--- src/rtl/bitmap_regs.svh ---
// register offsets, field positions and reset values of the bit-map sequencer
// assumes an 8-bit byte address on the AXI4-Lite slave
`ifndef BITMAP_REGS_SVH
`define BITMAP_REGS_SVH
// ==========================================
// offsets
`define CTRL_OFS 8'h00
`define INTENS_OFS 8'h04
`define SCROLL_OFS 8'h08
`define STATUS_OFS 8'h0C
// ==========================================
// control fields
`define CTRL_RESET 32'h0000_0001
`define CTRL_ERASE_N 0
`define CTRL_SCROLL 1
`define CTRL_TEXT 2
`define CTRL_IO 3
`define CTRL_MODE 5:4
`define CTRL_WSRC 7:6
// ==========================================
// intensity and pattern fields
`define INT_FG0 0
`define INT_FG1 1
`define INT_BG0 2
`define INT_BG1 3
`define INT_PAT 15:8
// ==========================================
// status fields
`define ST_RMW 0
`define ST_HIGH 1
`define ST_STOP 2
`define ST_RB 15:8
`define ST_ROM 19:16
// ==========================================
// latched address layout and counts
`define LAT_ADDR 15:0
`define LAT_PLANE 16
`define LAT_BYTE 17
`define COL_FIRST 2'h0
`define COL_SECOND 2'h1
`define ROM_FIRST 4'h0
`define ROM_LAST 4'hF
`define RESP_OKAY 2'h0
`define RESP_SLVERR 2'h2
`endif

--- src/rtl/bitmap_pkg.sv ---
// types shared by the bit-map sequencer files
// assumes nothing of its surroundings
package bitmap_pkg;
    typedef logic [7:0] byte_t;
    typedef enum {T_IDLE, T_ROW, T_COL1, T_GAP, T_COL2, T_END} rmw_state_e;
    typedef enum logic [1:0] {SRC_GFX, SRC_PATTERN, SRC_MAP, SRC_SPARE} wsrc_e;
    typedef enum logic [1:0] {OP_REPLACE, OP_COMPLEMENT, OP_SET, OP_CLEAR} op_mode_e;
endpackage

--- src/rtl/timing_if.sv ---
// strobes from the timing generator to the access sequencer
// assumes one clock shared by both ends
interface timing_if;
    logic row_strobe;
    logic col_strobe;
    logic col_phase;
    logic cycle_end;
    logic load_readback_n;
    logic write_en;
    logic stop_n;
    logic rmw_active;
    modport gen (output row_strobe, col_strobe, col_phase, cycle_end, load_readback_n, write_en, stop_n,
        rmw_active);
    modport user (input row_strobe, col_strobe, col_phase, cycle_end, load_readback_n, write_en, stop_n,
        rmw_active);
endinterface

--- src/rtl/bitmap_access_sequencer.sv ---
// bit-map access sequencer: arbitration, strobes, address and write-data steering
// assumes all pins synchronous to aclk and an AXI4-Lite master with one access at a time
`include "bitmap_regs.svh"
module bitmap_access_sequencer
    import bitmap_pkg::*;
(
    input wire logic aclk, // system clock
    input wire logic aresetn, // sync reset, low
    input wire logic [7:0] awaddr, // write address
    input wire logic awvalid, // write address valid
    output logic awready, // write address ready
    input wire logic [31:0] wdata, // write data
    input wire logic [3:0] wstrb, // byte strobes
    input wire logic wvalid, // write data valid
    output logic wready, // write data ready
    output logic [1:0] bresp, // write response
    output logic bvalid, // write response valid
    input wire logic bready, // write response ready
    input wire logic [7:0] araddr, // read address
    input wire logic arvalid, // read address valid
    output logic arready, // read address ready
    output logic [31:0] rdata, // read data
    output logic [1:0] rresp, // read response
    output logic rvalid, // read valid
    input wire logic rready, // read ready
    input wire logic [15:0] gfx_ad_bus, // controller address/data
    input wire logic [1:0] gfx_addr_ext, // plane and byte address bits
    input wire logic gfx_bus_request_n, // controller bus request
    input wire logic gfx_low_write_req_n, // controller write strobe
    input wire logic gfx_row_strobe_n, // controller row strobe
    input wire logic gfx_blanking, // controller blank
    input wire logic video_sync, // sync for blank resampling
    input wire bitmap_pkg::byte_t map_read_data, // bit-map output
    output logic [7:0] mem_mux_addr, // muxed row/column address
    output logic mem_row_strobe, // row strobe
    output logic mem_col_strobe, // column strobe
    output logic mem_write_en, // write phase
    output bitmap_pkg::byte_t map_write_data, // bit-map input
    output logic [15:0] latched_map_addr, // steered address
    output logic plane_addr_bit, // plane select bit
    output logic byte_addr_bit, // byte select bit
    output logic plane_sel_enable, // plane enable
    output logic byte_sel_enable, // byte enable
    output logic high_half_active, // upper bus lines busy
    output bitmap_pkg::byte_t gfx_write_byte, // captured write byte
    output logic [3:0] converter_gate_n, // converter gates, low
    output logic erase_n, // erase, low
    output logic stop_n, // stop, low
    output logic load_readback_n, // read-back load, low
    output logic foreground_intensity, // fg factor
    output logic background_intensity, // bg factor
    output bitmap_pkg::op_mode_e logic_op_mode, // logic unit mode
    output bitmap_pkg::byte_t pattern_write_data, // logic unit output
    output logic space_sel, // high I/O, low memory
    output logic blank, // resynced blank
    output logic [3:0] rom_addr // converter ROM address
);
    import bitmap_pkg::*;

    timing_if tif();
    logic [31:0] ctrl_reg, intens_reg, scroll_reg, wdata_reg;
    logic [7:0] awaddr_reg;
    logic [3:0] wstrb_reg;
    logic aw_hold_reg, w_hold_reg, bvalid_reg, rvalid_reg;
    logic [1:0] bresp_reg, rresp_reg;
    logic [31:0] rdata_reg;
    logic [17:0] lat_reg;
    logic [1:0] col_cnt_reg;
    logic col_q_reg, plane_en_reg, byte_en_reg, stop_seen_reg;
    logic blank_reg, rom_run_reg, row_q_reg;
    logic [3:0] rom_cnt_reg, gate_n_reg;
    byte_t gfx_byte_reg, wr_reg, rb_data;

    // ==========================================
    // timing generator and read-back buffer
    rmw_timing u_timing (
        .aclk(aclk),
        .aresetn(aresetn),
        .bus_req_n(gfx_bus_request_n),
        .tif(tif)
    );

    wire byte_eff = ctrl_reg[`CTRL_TEXT] & byte_addr_bit;

    readback_buffer u_rb (
        .aclk(aclk),
        .aresetn(aresetn),
        .load_n(tif.load_readback_n),
        .sel(byte_eff),
        .wr_data(map_read_data),
        .rd_data(rb_data)
    );

    // ==========================================
    // AXI4-Lite slave; address and data may arrive in either order
    wire do_write = aw_hold_reg && w_hold_reg && !bvalid_reg;
    wire do_read = arvalid && arready;
    wire w_ctrl = awaddr_reg == `CTRL_OFS;
    wire w_intens = awaddr_reg == `INTENS_OFS;
    wire w_scroll = awaddr_reg == `SCROLL_OFS;
    wire w_known = w_ctrl || w_intens || w_scroll || awaddr_reg == `STATUS_OFS;
    wire r_known = araddr inside {`CTRL_OFS, `INTENS_OFS, `SCROLL_OFS, `STATUS_OFS};
    assign awready = !aw_hold_reg && !bvalid_reg;
    assign wready = !w_hold_reg && !bvalid_reg;
    assign arready = !rvalid_reg;
    assign bvalid = bvalid_reg;
    assign bresp = bresp_reg;
    assign rvalid = rvalid_reg;
    assign rresp = rresp_reg;
    assign rdata = rdata_reg;

    // byte lanes merge so a narrow store leaves the other fields alone
    function automatic logic [31:0] merge(input logic [31:0] old, input logic [31:0] nw, input logic [3:0] be);
        logic [31:0] m;
        m = old;
        for (int i = 0; i < 4; i++) begin
            if (be[i]) m[i*8 +: 8] = nw[i*8 +: 8];
        end
        return m;
    endfunction

    // status shows live sequencer state
    wire [31:0] status = {12'h000, rom_cnt_reg, rb_data, 5'h00, stop_seen_reg, high_half_active,
        tif.rmw_active};
    wire [31:0] rd_mux = araddr == `CTRL_OFS ? ctrl_reg :
        araddr == `INTENS_OFS ? intens_reg :
        araddr == `SCROLL_OFS ? scroll_reg :
        araddr == `STATUS_OFS ? status : 32'h0000_0000;

    // write channel holds
    always_ff @(posedge aclk) begin
        if (!aresetn) begin
            aw_hold_reg <= 1'b0;
            w_hold_reg <= 1'b0;
            awaddr_reg <= '0;
            wdata_reg <= '0;
            wstrb_reg <= '0;
        end else begin
            if (awvalid && awready) {aw_hold_reg, awaddr_reg} <= {1'b1, awaddr};
            else if (do_write) aw_hold_reg <= 1'b0;
            if (wvalid && wready) {w_hold_reg, wdata_reg, wstrb_reg} <= {1'b1, wdata, wstrb};
            else if (do_write) w_hold_reg <= 1'b0;
        end
    end

    // write response and register updates
    always_ff @(posedge aclk) begin
        if (!aresetn) begin
            bvalid_reg <= 1'b0;
            bresp_reg <= `RESP_OKAY;
            ctrl_reg <= `CTRL_RESET;
            intens_reg <= '0;
            scroll_reg <= '0;
        end else begin
            if (do_write) begin
                bvalid_reg <= 1'b1;
                bresp_reg <= w_known ? `RESP_OKAY : `RESP_SLVERR;
                if (w_ctrl) ctrl_reg <= merge(ctrl_reg, wdata_reg, wstrb_reg);
                if (w_intens) intens_reg <= merge(intens_reg, wdata_reg, wstrb_reg);
                if (w_scroll) scroll_reg <= merge(scroll_reg, wdata_reg, wstrb_reg);
            end else if (bready) bvalid_reg <= 1'b0;
        end
    end

    // read channel answers one cycle after the address is taken
    always_ff @(posedge aclk) begin
        if (!aresetn) begin
            rvalid_reg <= 1'b0;
            rresp_reg <= `RESP_OKAY;
            rdata_reg <= '0;
        end else if (do_read) begin
            rvalid_reg <= 1'b1;
            rresp_reg <= r_known ? `RESP_OKAY : `RESP_SLVERR;
            rdata_reg <= rd_mux;
        end else if (rready) rvalid_reg <= 1'b0;
    end

    // ==========================================
    // control outputs from the control and intensity registers; high-half flag from the upper bus lines
    assign erase_n = ctrl_reg[`CTRL_ERASE_N];
    assign space_sel = ctrl_reg[`CTRL_IO];
    assign logic_op_mode = op_mode_e'(ctrl_reg[`CTRL_MODE]);
    assign foreground_intensity = plane_addr_bit ? intens_reg[`INT_FG1] : intens_reg[`INT_FG0];
    assign background_intensity = plane_addr_bit ? intens_reg[`INT_BG1] : intens_reg[`INT_BG0];
    assign high_half_active = |gfx_ad_bus[15:8];

    // ==========================================
    // address latch and steering; scroll cycles always use plane zero
    assign latched_map_addr = ctrl_reg[`CTRL_SCROLL] ? scroll_reg[15:0] : lat_reg[`LAT_ADDR];
    assign plane_addr_bit = !ctrl_reg[`CTRL_SCROLL] && lat_reg[`LAT_PLANE];
    assign byte_addr_bit = lat_reg[`LAT_BYTE];
    assign mem_mux_addr = tif.col_phase ? latched_map_addr[15:8] : latched_map_addr[7:0];
    assign mem_row_strobe = tif.row_strobe;
    assign mem_col_strobe = tif.col_strobe;
    assign mem_write_en = tif.write_en;
    assign stop_n = tif.stop_n;
    assign load_readback_n = tif.load_readback_n;

    // latch the address only between cycles so it is steady under the strobes
    always_ff @(posedge aclk) begin
        if (!aresetn) lat_reg <= '0;
        else if (!gfx_bus_request_n && !tif.row_strobe) lat_reg <= {gfx_addr_ext, gfx_ad_bus};
    end

    // write byte taken from the half picked by the byte bit when text mode is set, else the low half
    always_ff @(posedge aclk) begin
        if (!aresetn) gfx_byte_reg <= '0;
        else if (!gfx_low_write_req_n) gfx_byte_reg <= byte_eff ? gfx_ad_bus[15:8] : gfx_ad_bus[7:0];
    end
    assign gfx_write_byte = gfx_byte_reg;

    // ==========================================
    // plane and byte enables follow the first and second column strobe
    wire col_rise = tif.col_strobe && !col_q_reg;
    always_ff @(posedge aclk) begin
        if (!aresetn || !tif.row_strobe) begin
            col_q_reg <= 1'b0;
            col_cnt_reg <= `COL_FIRST;
            plane_en_reg <= 1'b0;
            byte_en_reg <= 1'b0;
        end else begin
            col_q_reg <= tif.col_strobe;
            if (col_rise) col_cnt_reg <= col_cnt_reg + 2'h1;
            if (col_rise && col_cnt_reg == `COL_FIRST) plane_en_reg <= 1'b1;
            if (col_rise && col_cnt_reg == `COL_SECOND) byte_en_reg <= 1'b1;
        end
    end
    assign plane_sel_enable = plane_en_reg;
    assign byte_sel_enable = byte_en_reg;

    // ==========================================
    // logic unit and write-data source
    wire [7:0] pat = intens_reg[`INT_PAT];
    always_comb begin
        case (logic_op_mode)
            OP_REPLACE: pattern_write_data = (pat & {8{foreground_intensity}}) | (~pat & {8{background_intensity}});
            OP_COMPLEMENT: pattern_write_data = rb_data ^ pat;
            OP_SET: pattern_write_data = rb_data | pat;
            OP_CLEAR: pattern_write_data = rb_data & ~pat;
            default: pattern_write_data = rb_data;
        endcase
    end

    // loaded in the gap so it is ready when the write column strobe rises
    always_ff @(posedge aclk) begin
        if (!aresetn) wr_reg <= '0;
        else if (!tif.load_readback_n) begin
            case (wsrc_e'(ctrl_reg[`CTRL_WSRC]))
                SRC_PATTERN: wr_reg <= pattern_write_data;
                SRC_MAP: wr_reg <= map_read_data;
                default: wr_reg <= gfx_byte_reg;
            endcase
        end
    end
    assign map_write_data = wr_reg;

    // ==========================================
    // blank resampled on sync, stop remembered for status
    always_ff @(posedge aclk) begin
        if (!aresetn) begin
            blank_reg <= 1'b1;
            stop_seen_reg <= 1'b0;
        end else begin
            if (video_sync) blank_reg <= gfx_blanking;
            if (!tif.stop_n) stop_seen_reg <= 1'b1;
            else if (tif.rmw_active) stop_seen_reg <= 1'b0;
        end
    end
    assign blank = blank_reg;

    // ==========================================
    // converter ROM counter and gates; counter parks at its last count
    wire row_fall = row_q_reg && !gfx_row_strobe_n;
    always_ff @(posedge aclk) begin
        if (!aresetn) begin
            row_q_reg <= 1'b1;
            rom_run_reg <= 1'b0;
            rom_cnt_reg <= `ROM_FIRST;
        end else begin
            row_q_reg <= gfx_row_strobe_n;
            if (row_fall) {rom_run_reg, rom_cnt_reg} <= {1'b1, `ROM_FIRST};
            else if (rom_run_reg) begin
                rom_cnt_reg <= rom_cnt_reg + 4'h1;
                if (rom_cnt_reg == `ROM_LAST - 4'h1) rom_run_reg <= 1'b0;
            end
        end
    end
    assign rom_addr = rom_cnt_reg;

    for (genvar g = 0; g < 4; g++) begin : g_gate
        always_ff @(posedge aclk) begin
            if (!aresetn) gate_n_reg[g] <= g != 0;
            else gate_n_reg[g] <= rom_cnt_reg[1:0] != 2'(g);
        end
    end
    assign converter_gate_n = gate_n_reg;
endmodule

--- src/rtl/readback_buffer.sv ---
// two-byte read-back buffer for bit-map output data
// assumes load_n is a level from the timing generator
module readback_buffer
    import bitmap_pkg::*;
(
    input wire logic aclk, // system clock
    input wire logic aresetn, // sync reset, low
    input wire logic load_n, // capture when low
    input wire logic sel, // byte lane
    input wire bitmap_pkg::byte_t wr_data, // bit-map output
    output bitmap_pkg::byte_t rd_data // registered read
);
    byte_t mem_reg [2];

    // ==========================================
    // storage, one entry per byte lane
    for (genvar i = 0; i < 2; i++) begin : g_lane
        always_ff @(posedge aclk) begin
            if (!aresetn) mem_reg[i] <= '0;
            else if (!load_n && sel == 1'(i)) mem_reg[i] <= wr_data;
        end
    end

    // read out of a flop so the write mux sees a stable byte
    always_ff @(posedge aclk) begin
        if (!aresetn) rd_data <= '0;
        else rd_data <= load_n ? mem_reg[sel] : wr_data;
    end
endmodule

--- src/rtl/rmw_timing.sv ---
// timing generator: row and column strobes of one read-modify-write cycle
// assumes the request input is synchronous to aclk
module rmw_timing
    import bitmap_pkg::*;
(
    input wire logic aclk, // system clock
    input wire logic aresetn, // sync reset, low
    input wire logic bus_req_n, // display controller request
    timing_if.gen tif // strobes out
);
    rmw_state_e state_reg, state_next;

    // ==========================================
    // sequence: row, read column, load gap, write column, end
    always_comb begin
        state_next = state_reg;
        case (state_reg)
            T_IDLE: if (!bus_req_n) state_next = T_ROW;
            T_ROW: state_next = T_COL1;
            T_COL1: state_next = T_GAP;
            T_GAP: state_next = T_COL2;
            T_COL2: state_next = T_END;
            T_END: state_next = bus_req_n ? T_IDLE : T_ROW;
            default: state_next = T_IDLE;
        endcase
    end

    always_ff @(posedge aclk) begin
        if (!aresetn) state_reg <= T_IDLE;
        else state_reg <= state_next;
    end

    // strobes other than stop_n decode from the state flop alone, so they never glitch between cycles
    assign tif.row_strobe = state_reg inside {T_ROW, T_COL1, T_GAP, T_COL2};
    assign tif.col_phase = state_reg inside {T_COL1, T_GAP, T_COL2};
    assign tif.col_strobe = state_reg inside {T_COL1, T_COL2};
    assign tif.load_readback_n = state_reg != T_GAP;
    assign tif.write_en = state_reg == T_COL2;
    assign tif.cycle_end = state_reg == T_END;
    assign tif.stop_n = !(tif.cycle_end && bus_req_n);
    assign tif.rmw_active = state_reg != T_IDLE;
endmodule

--- config.mk ---
export PLATFORM = sky130hd
export DESIGN_NAME = bitmap_access_sequencer
export DESIGN_NICKNAME = d
export VERILOG_FILES = /design/src/rtl/bitmap_pkg.sv /design/src/rtl/timing_if.sv /design/src/rtl/bitmap_access_sequencer.sv /design/src/rtl/readback_buffer.sv /design/src/rtl/rmw_timing.sv
export VERILOG_INCLUDE_DIRS = /design/src /design/src/rtl
export SDC_FILE = /design/constraint.sdc
export NUM_CORES = 1
export LEC_CHECK = 0
export BUFFER_PORTS_ARGS = -buffer_cell sky130_fd_sc_hd__buf_2
export CAP_MARGIN = 0
export CORE_MARGIN = 3
export CORE_UTILIZATION = 40
export CTS_BUF_LIST = sky130_fd_sc_hd__clkbuf_8
export DETAILED_ROUTE_END_ITERATION = 10
export GPL_TIMING_DRIVEN = 1
export HOLD_SLACK_MARGIN = 0.15
export PLACE_DENSITY = 0.6
export SKIP_CTS_REPAIR_TIMING = 1
export SLEW_MARGIN = 15
export SYNTH_ARGS = -nofsm -noshare
export SYNTH_HDL_FRONTEND = slang
export SYNTH_SLANG_ARGS = --single-unit
--- constraint.sdc ---
create_clock -name aclk -period 2 [get_ports aclk]
set_input_delay 0.1 -clock aclk [delete_from_list [all_inputs] [get_ports aclk]]
set_output_delay 0.1 -clock aclk [all_outputs]
set_load 0.05 [all_outputs]
# Word-level counts from Yosys, hierarchy flattened
# Memories as Yosys holds them, arrays and structs flattened.
# Index checks and enable logic that the tools add are counted.
# classes
n_addsub	2
n_bitwise	12
n_reduce_logical	62
n_eq_ne	25
n_mux	38
# ops
op	count
case mux 32 bit (6 select lines)	1
two-way mux 32 bit	4
== test 32 x 2 -> 1 bit, second input constant	2
== test 32 x 3 -> 1 bit, second input constant	2
== test 32 x 4 -> 1 bit, second input constant	2
two-way mux 8 bit	5
AND reduction 3 bit	12
== test 32 x 1 -> 1 bit, second input constant	1
== test 8 x 4 -> 1 bit, second input constant	4
logical NOT 32 bit	1
!= test 32 x 3 -> 1 bit, second input constant	1
case mux 8 bit (4 select lines)	1
nonzero test 32 bit	1
bitwise AND 8 bit	3
two-way mux 1 bit	22
two-way mux 20 bit	1
== test 8 x 3 -> 1 bit, second input constant	2
logical AND 1 bit	16
logical NOT 8 bit	2
two-way mux 16 bit	1
bitwise OR 8 bit	2
case mux 8 bit (2 select lines)	1
nonzero test 2 bit	7
logical NOT 1 bit	12
other kinds (19)	33
# word_totals
regBits	271
memories	1
in_bits	90
ramBits	16
# memory_table
memory	words	width	read_ports	rd_ports_with_merged_regs	write_ports	line	rtl
u_rb.mem_reg	2	8	1	0	2	readback_buffer.sv:13	byte_t mem_reg [2];

# Longest topological paths before layout
# depth
ltp_word	7
ltp_mapped	7

# Hierarchy
# Synthesis repeated with hierarchy kept, for this count alone.
# unflattened
hier_cells	1260
area_unflattened_um2	11269.6
# by_module_without_submodules
module	cells_each	area_each_um2	instances	seq_area_each_um2
bitmap_access_sequencer	1161	10100.9	1	4584.4
readback_buffer	74	962.2	1	640.6
rmw_timing	25	206.4	1	60.1

# Worst setup path after synthesis
# Ideal clock, no wire load.
# synth_path
path_type	reg2out
from	register lat_reg[16]
to	output pattern_write_data[0]
path_slack_ns	-0.562
path_stages_with_launch	5
required_ns	1.900
t_arrival_ns	2.462
path_buffers	0
cell_sequence	dfxtp_1 -> nor2b_1 -> o211ai_1 -> mux2i_1 -> a221oi_1
# synth_between
elab_chain_cells	5
# synth_lines
element	line	rtl
from (decl)	bitmap_access_sequencer.sv:67	logic [17:0] lat_reg;
from (signal assigned)	bitmap_access_sequencer.sv:202	else if (!gfx_bus_request_n && !tif.row_strobe) lat_reg <= {gfx_addr_ext, gfx_ad_bus};
logical AND 1 bit *	bitmap_access_sequencer.sv:190	assign plane_addr_bit = !ctrl_reg[`CTRL_SCROLL] && lat_reg[`LAT_PLANE];
named net plane_addr_bit	bitmap_access_sequencer.sv:40	output logic plane_addr_bit,
two-way mux 1 bit, on equally long branches	bitmap_access_sequencer.sv:183, bitmap_access_sequencer.sv:184	
bitwise AND 8 bit	bitmap_access_sequencer.sv:236	OP_REPLACE: pattern_write_data = (pat & {8{foreground_intensity}}) | (~pat & {8{background_intensity}});
bitwise OR 8 bit *	bitmap_access_sequencer.sv:236	
case mux 8 bit (4 select lines) *	bitmap_access_sequencer.sv:235	case (logic_op_mode)
to (decl)	bitmap_access_sequencer.sv:53	output bitmap_pkg::byte_t pattern_write_data,
# Mark *: on every way through the listed nets, which the timed path passes. The rest lies on a longest branch.

# Worst setup path in the final report
# layout_path
from	register u_timing.state_reg[1]
to	output mem_mux_addr[0]
# layout_between
elab_chain_cells	3
# layout_lines
element	line	rtl
from (decl)	rmw_timing.sv:11	rmw_state_e state_reg, state_next;
from (signal assigned)	rmw_timing.sv:30	else state_reg <= state_next;
== test 32 x 2 -> 1 bit or == test 32 x 3 -> 1 bit (tied branches)	rmw_timing.sv:35	assign tif.col_phase = state_reg inside {T_COL1, T_GAP, T_COL2};
nonzero test 3 bit *	rmw_timing.sv:35	
two-way mux 8 bit *	bitmap_access_sequencer.sv:192	assign mem_mux_addr = tif.col_phase ? latched_map_addr[15:8] : latched_map_addr[7:0];
to (decl)	bitmap_access_sequencer.sv:34	output logic [7:0] mem_mux_addr,
# Every way passes the cells marked *; elsewhere a longest branch is shown, timed or not.

==> impl_metrics.ini <==
[sta]
fmax_mhz = 486
rsz0062_at_grt = true
slew_viol_final = 0
min_period_ps = 2060
finalCritPeriodShare = 1.03
worst_pin_slew_ps = 734
setup_viol = 11
timing.hold.ws_ps = 151
finalWorstSetupSlack_ps = -58.6
slew_headroom = 0.507
skew_ps = 15.4
hold_violations = 0

[setup_path]
worstPathMaxFanout = 8
critPathLaunchType = flip-flop
cpPeakStageDelay_ps = 410
cp_data_required_time_ps = 1900
crit_arrival_ps = 1960
cp_cell_sequence = nand2_4 > nor2_4 > clkinv_4 > o21ai_4 > buf_12 > mux2_2 > buf_6
crit_family = flip-flops
critPathKind = reg2out
rr_worst_depth = 5
end_kind = output port
cp.depth = 7
cp_num_buf_inv = 3
cpMaxStageDelayCell = dfxtp_4

[placed_design]
dp_hpwl_um = 23400
placed_cells = 1744
routabilityCongestion = 0.844
numPortBuffers = 201

[clock_tree]
h-tree-depth = 2
cts_buffers = 44
cts_tree = built
clkLatencyLatePin_ps = 550
root_buffer = clkbuf_8
clk_pin_slew_ps = 60
clk_path_buf_depth = 3
clock_sinks = 256

[logic_synthesis]
synth-main-ff-cell = dfxtp_1
ys_seq_area_frac = 0.467
synth_edf_count = 16
async_reset_ff_frac = 0
syn_area_um2 = 11300
yosysTopAreaCell = dfxtp_1
avgSynthCellArea_um2 = 9.23
synth_cell_type_count = 54
yosysTopAreaCellShare = 0.425
synthTopCellsByArea = dfxtp_1 42%, nand2_1 5.0%, mux2i_1 4.9%
yosysWarnings = 0
syn_inst = 1225
synth-seq-cells = 256

[floorplanning]
die_h_um = 174
rows = 60
core_area_um2 = 27400
die-area_um2 = 30300
die_w_um = 174
start_util = 0.413
io_pins = 204

[layout]
nNetsFinal = 1634
final_common_cell = dfxtp_1
drive_above_1_share = 0.266
syn_to_final_growth_pct = 32.0
final_cells = 1922
utilization = 0.545
antennaDiodeCount = 0
nFillCells = 2503
multi_input_area_um2 = 5590
layout_common_cells = 228 x dfxtp_1, 184 x buf_2, 149 x nand2_1
ff_latch_area_um2 = 5310

[hold_path]
min_path_type = in2reg
hold_depth = 6

[power_and_ir_drop]
p_leak_nw = 5.93
p_per_area_nw_per_um2 = 804
power.total_mw = 12.0
ir_worst_vdd_mv = 0.614

[global_route]
overflow = 0
track_usage = 0.210
grt_pass1_wl_um = 51600
antenna_found_initial = 1
grt_max_degree = 120
grt_pass1_vias = 9393

[drt]
drcViolationCount = 0
antenna_left = 0
first_pass_iters = 5
finalWirelength_um = 34000
vias = 10100
drt_iter0_drc = 645
viasPerCell = 5.24
wl_per_cell_um = 17.7

[run_status]
violations = setup timing
status = finished, violations left

[job]
drv_cap = 0
==> kinds of logic after synthesis <==
family / synth area share
XOR/XNOR: 0.00465
other: 0.000332
AND/OR/NAND/NOR: 0.184
buffers and inverters: 0.0568
multiplexers: 0.100
adder cells (fa/ha/maj): 0.0266
AO/OA/AOI/OAI: 0.160
flip-flops: 0.467
==> Yosys cell counts, drive strengths merged (6+ instances only) <==
cell and number:
mux2 24, o2bb2ai 17, buf 54, clkbuf 43, a21oi 61, a311oi 9
mux4 14, edfxtp 16, nor3 8, a22oi 33, nand4 14, o21ai 118
nor2 87, ha 24, nand2 150, and3 9, nand3 106, dfxtp 240
and2 19, a211oi 23, a22o 6, inv 40, a221oi 6, mux2i 55
==> area by class of cell <==
class	instances	area share
Multi-Input combinational cell	833	0.375
Tap cell	372	0.0312
Clock buffer	54	0.0498
Clock inverter	22	0.00796
Sequential cell	256	0.356
Timing Repair Buffer	345	0.170
Inverter	40	0.0106
==> worst reg2reg max path: cells and delay by family, from the launching register on <==
| family | cells | cell delay [ps] |
|---|---|---|
| DFF | 1 | 340 |
| and+or+nand+nor | 3 | 550 |
| buffers and inverters | 2 | 810 |
==> through the flow <==
stage	TNS [ps]	setup WS, ps	cell area [µm²]
CTS	-7890	-595	13600
floorplan	0	20.5	11400
global placement	0	23.7	12700
global route	-1420	-140	14900
finish	-282	-58.6	14900
detailed placement	-4.40	-2.43	12700
==> power by group <==
part           total (mW)  switching [mW]  internal, mW
registers            5.45           0.129          5.33
logic                1.90            1.17         0.724
clock network        4.66            2.11          2.55
==> layer usage <==
| metal | track usage | share of wire |
|---|---|---|
| met3 | 0.0450 | 0.059 |
| met4 | 0.0643 | 0.022 |
| met1 | 0.292 | 0.47 |
| met5 | 0 | 0 |
| met2 | 0.329 | 0.45 |
==> path summary, 6_finish.rpt <==
path | startpoint | end | slack [ps]
worst min register to register | wstrb_reg[2]$_SDFFE_PN0P_ | wstrb_reg[2]$_SDFFE_PN0P_ | 450
worst max register to register | rvalid$_SDFFE_PN0P_ | rresp[1]$_SDFFE_PN0P_ | 190
worst max-delay path | u_timing.state_reg[1]$_SDFFE_PN0P_ | mem_mux_addr[0] | -60
worst min-delay path | araddr[7] | rdata[0]$_SDFFE_PN0P_ | 150
(Power assumes the default switching activity.)
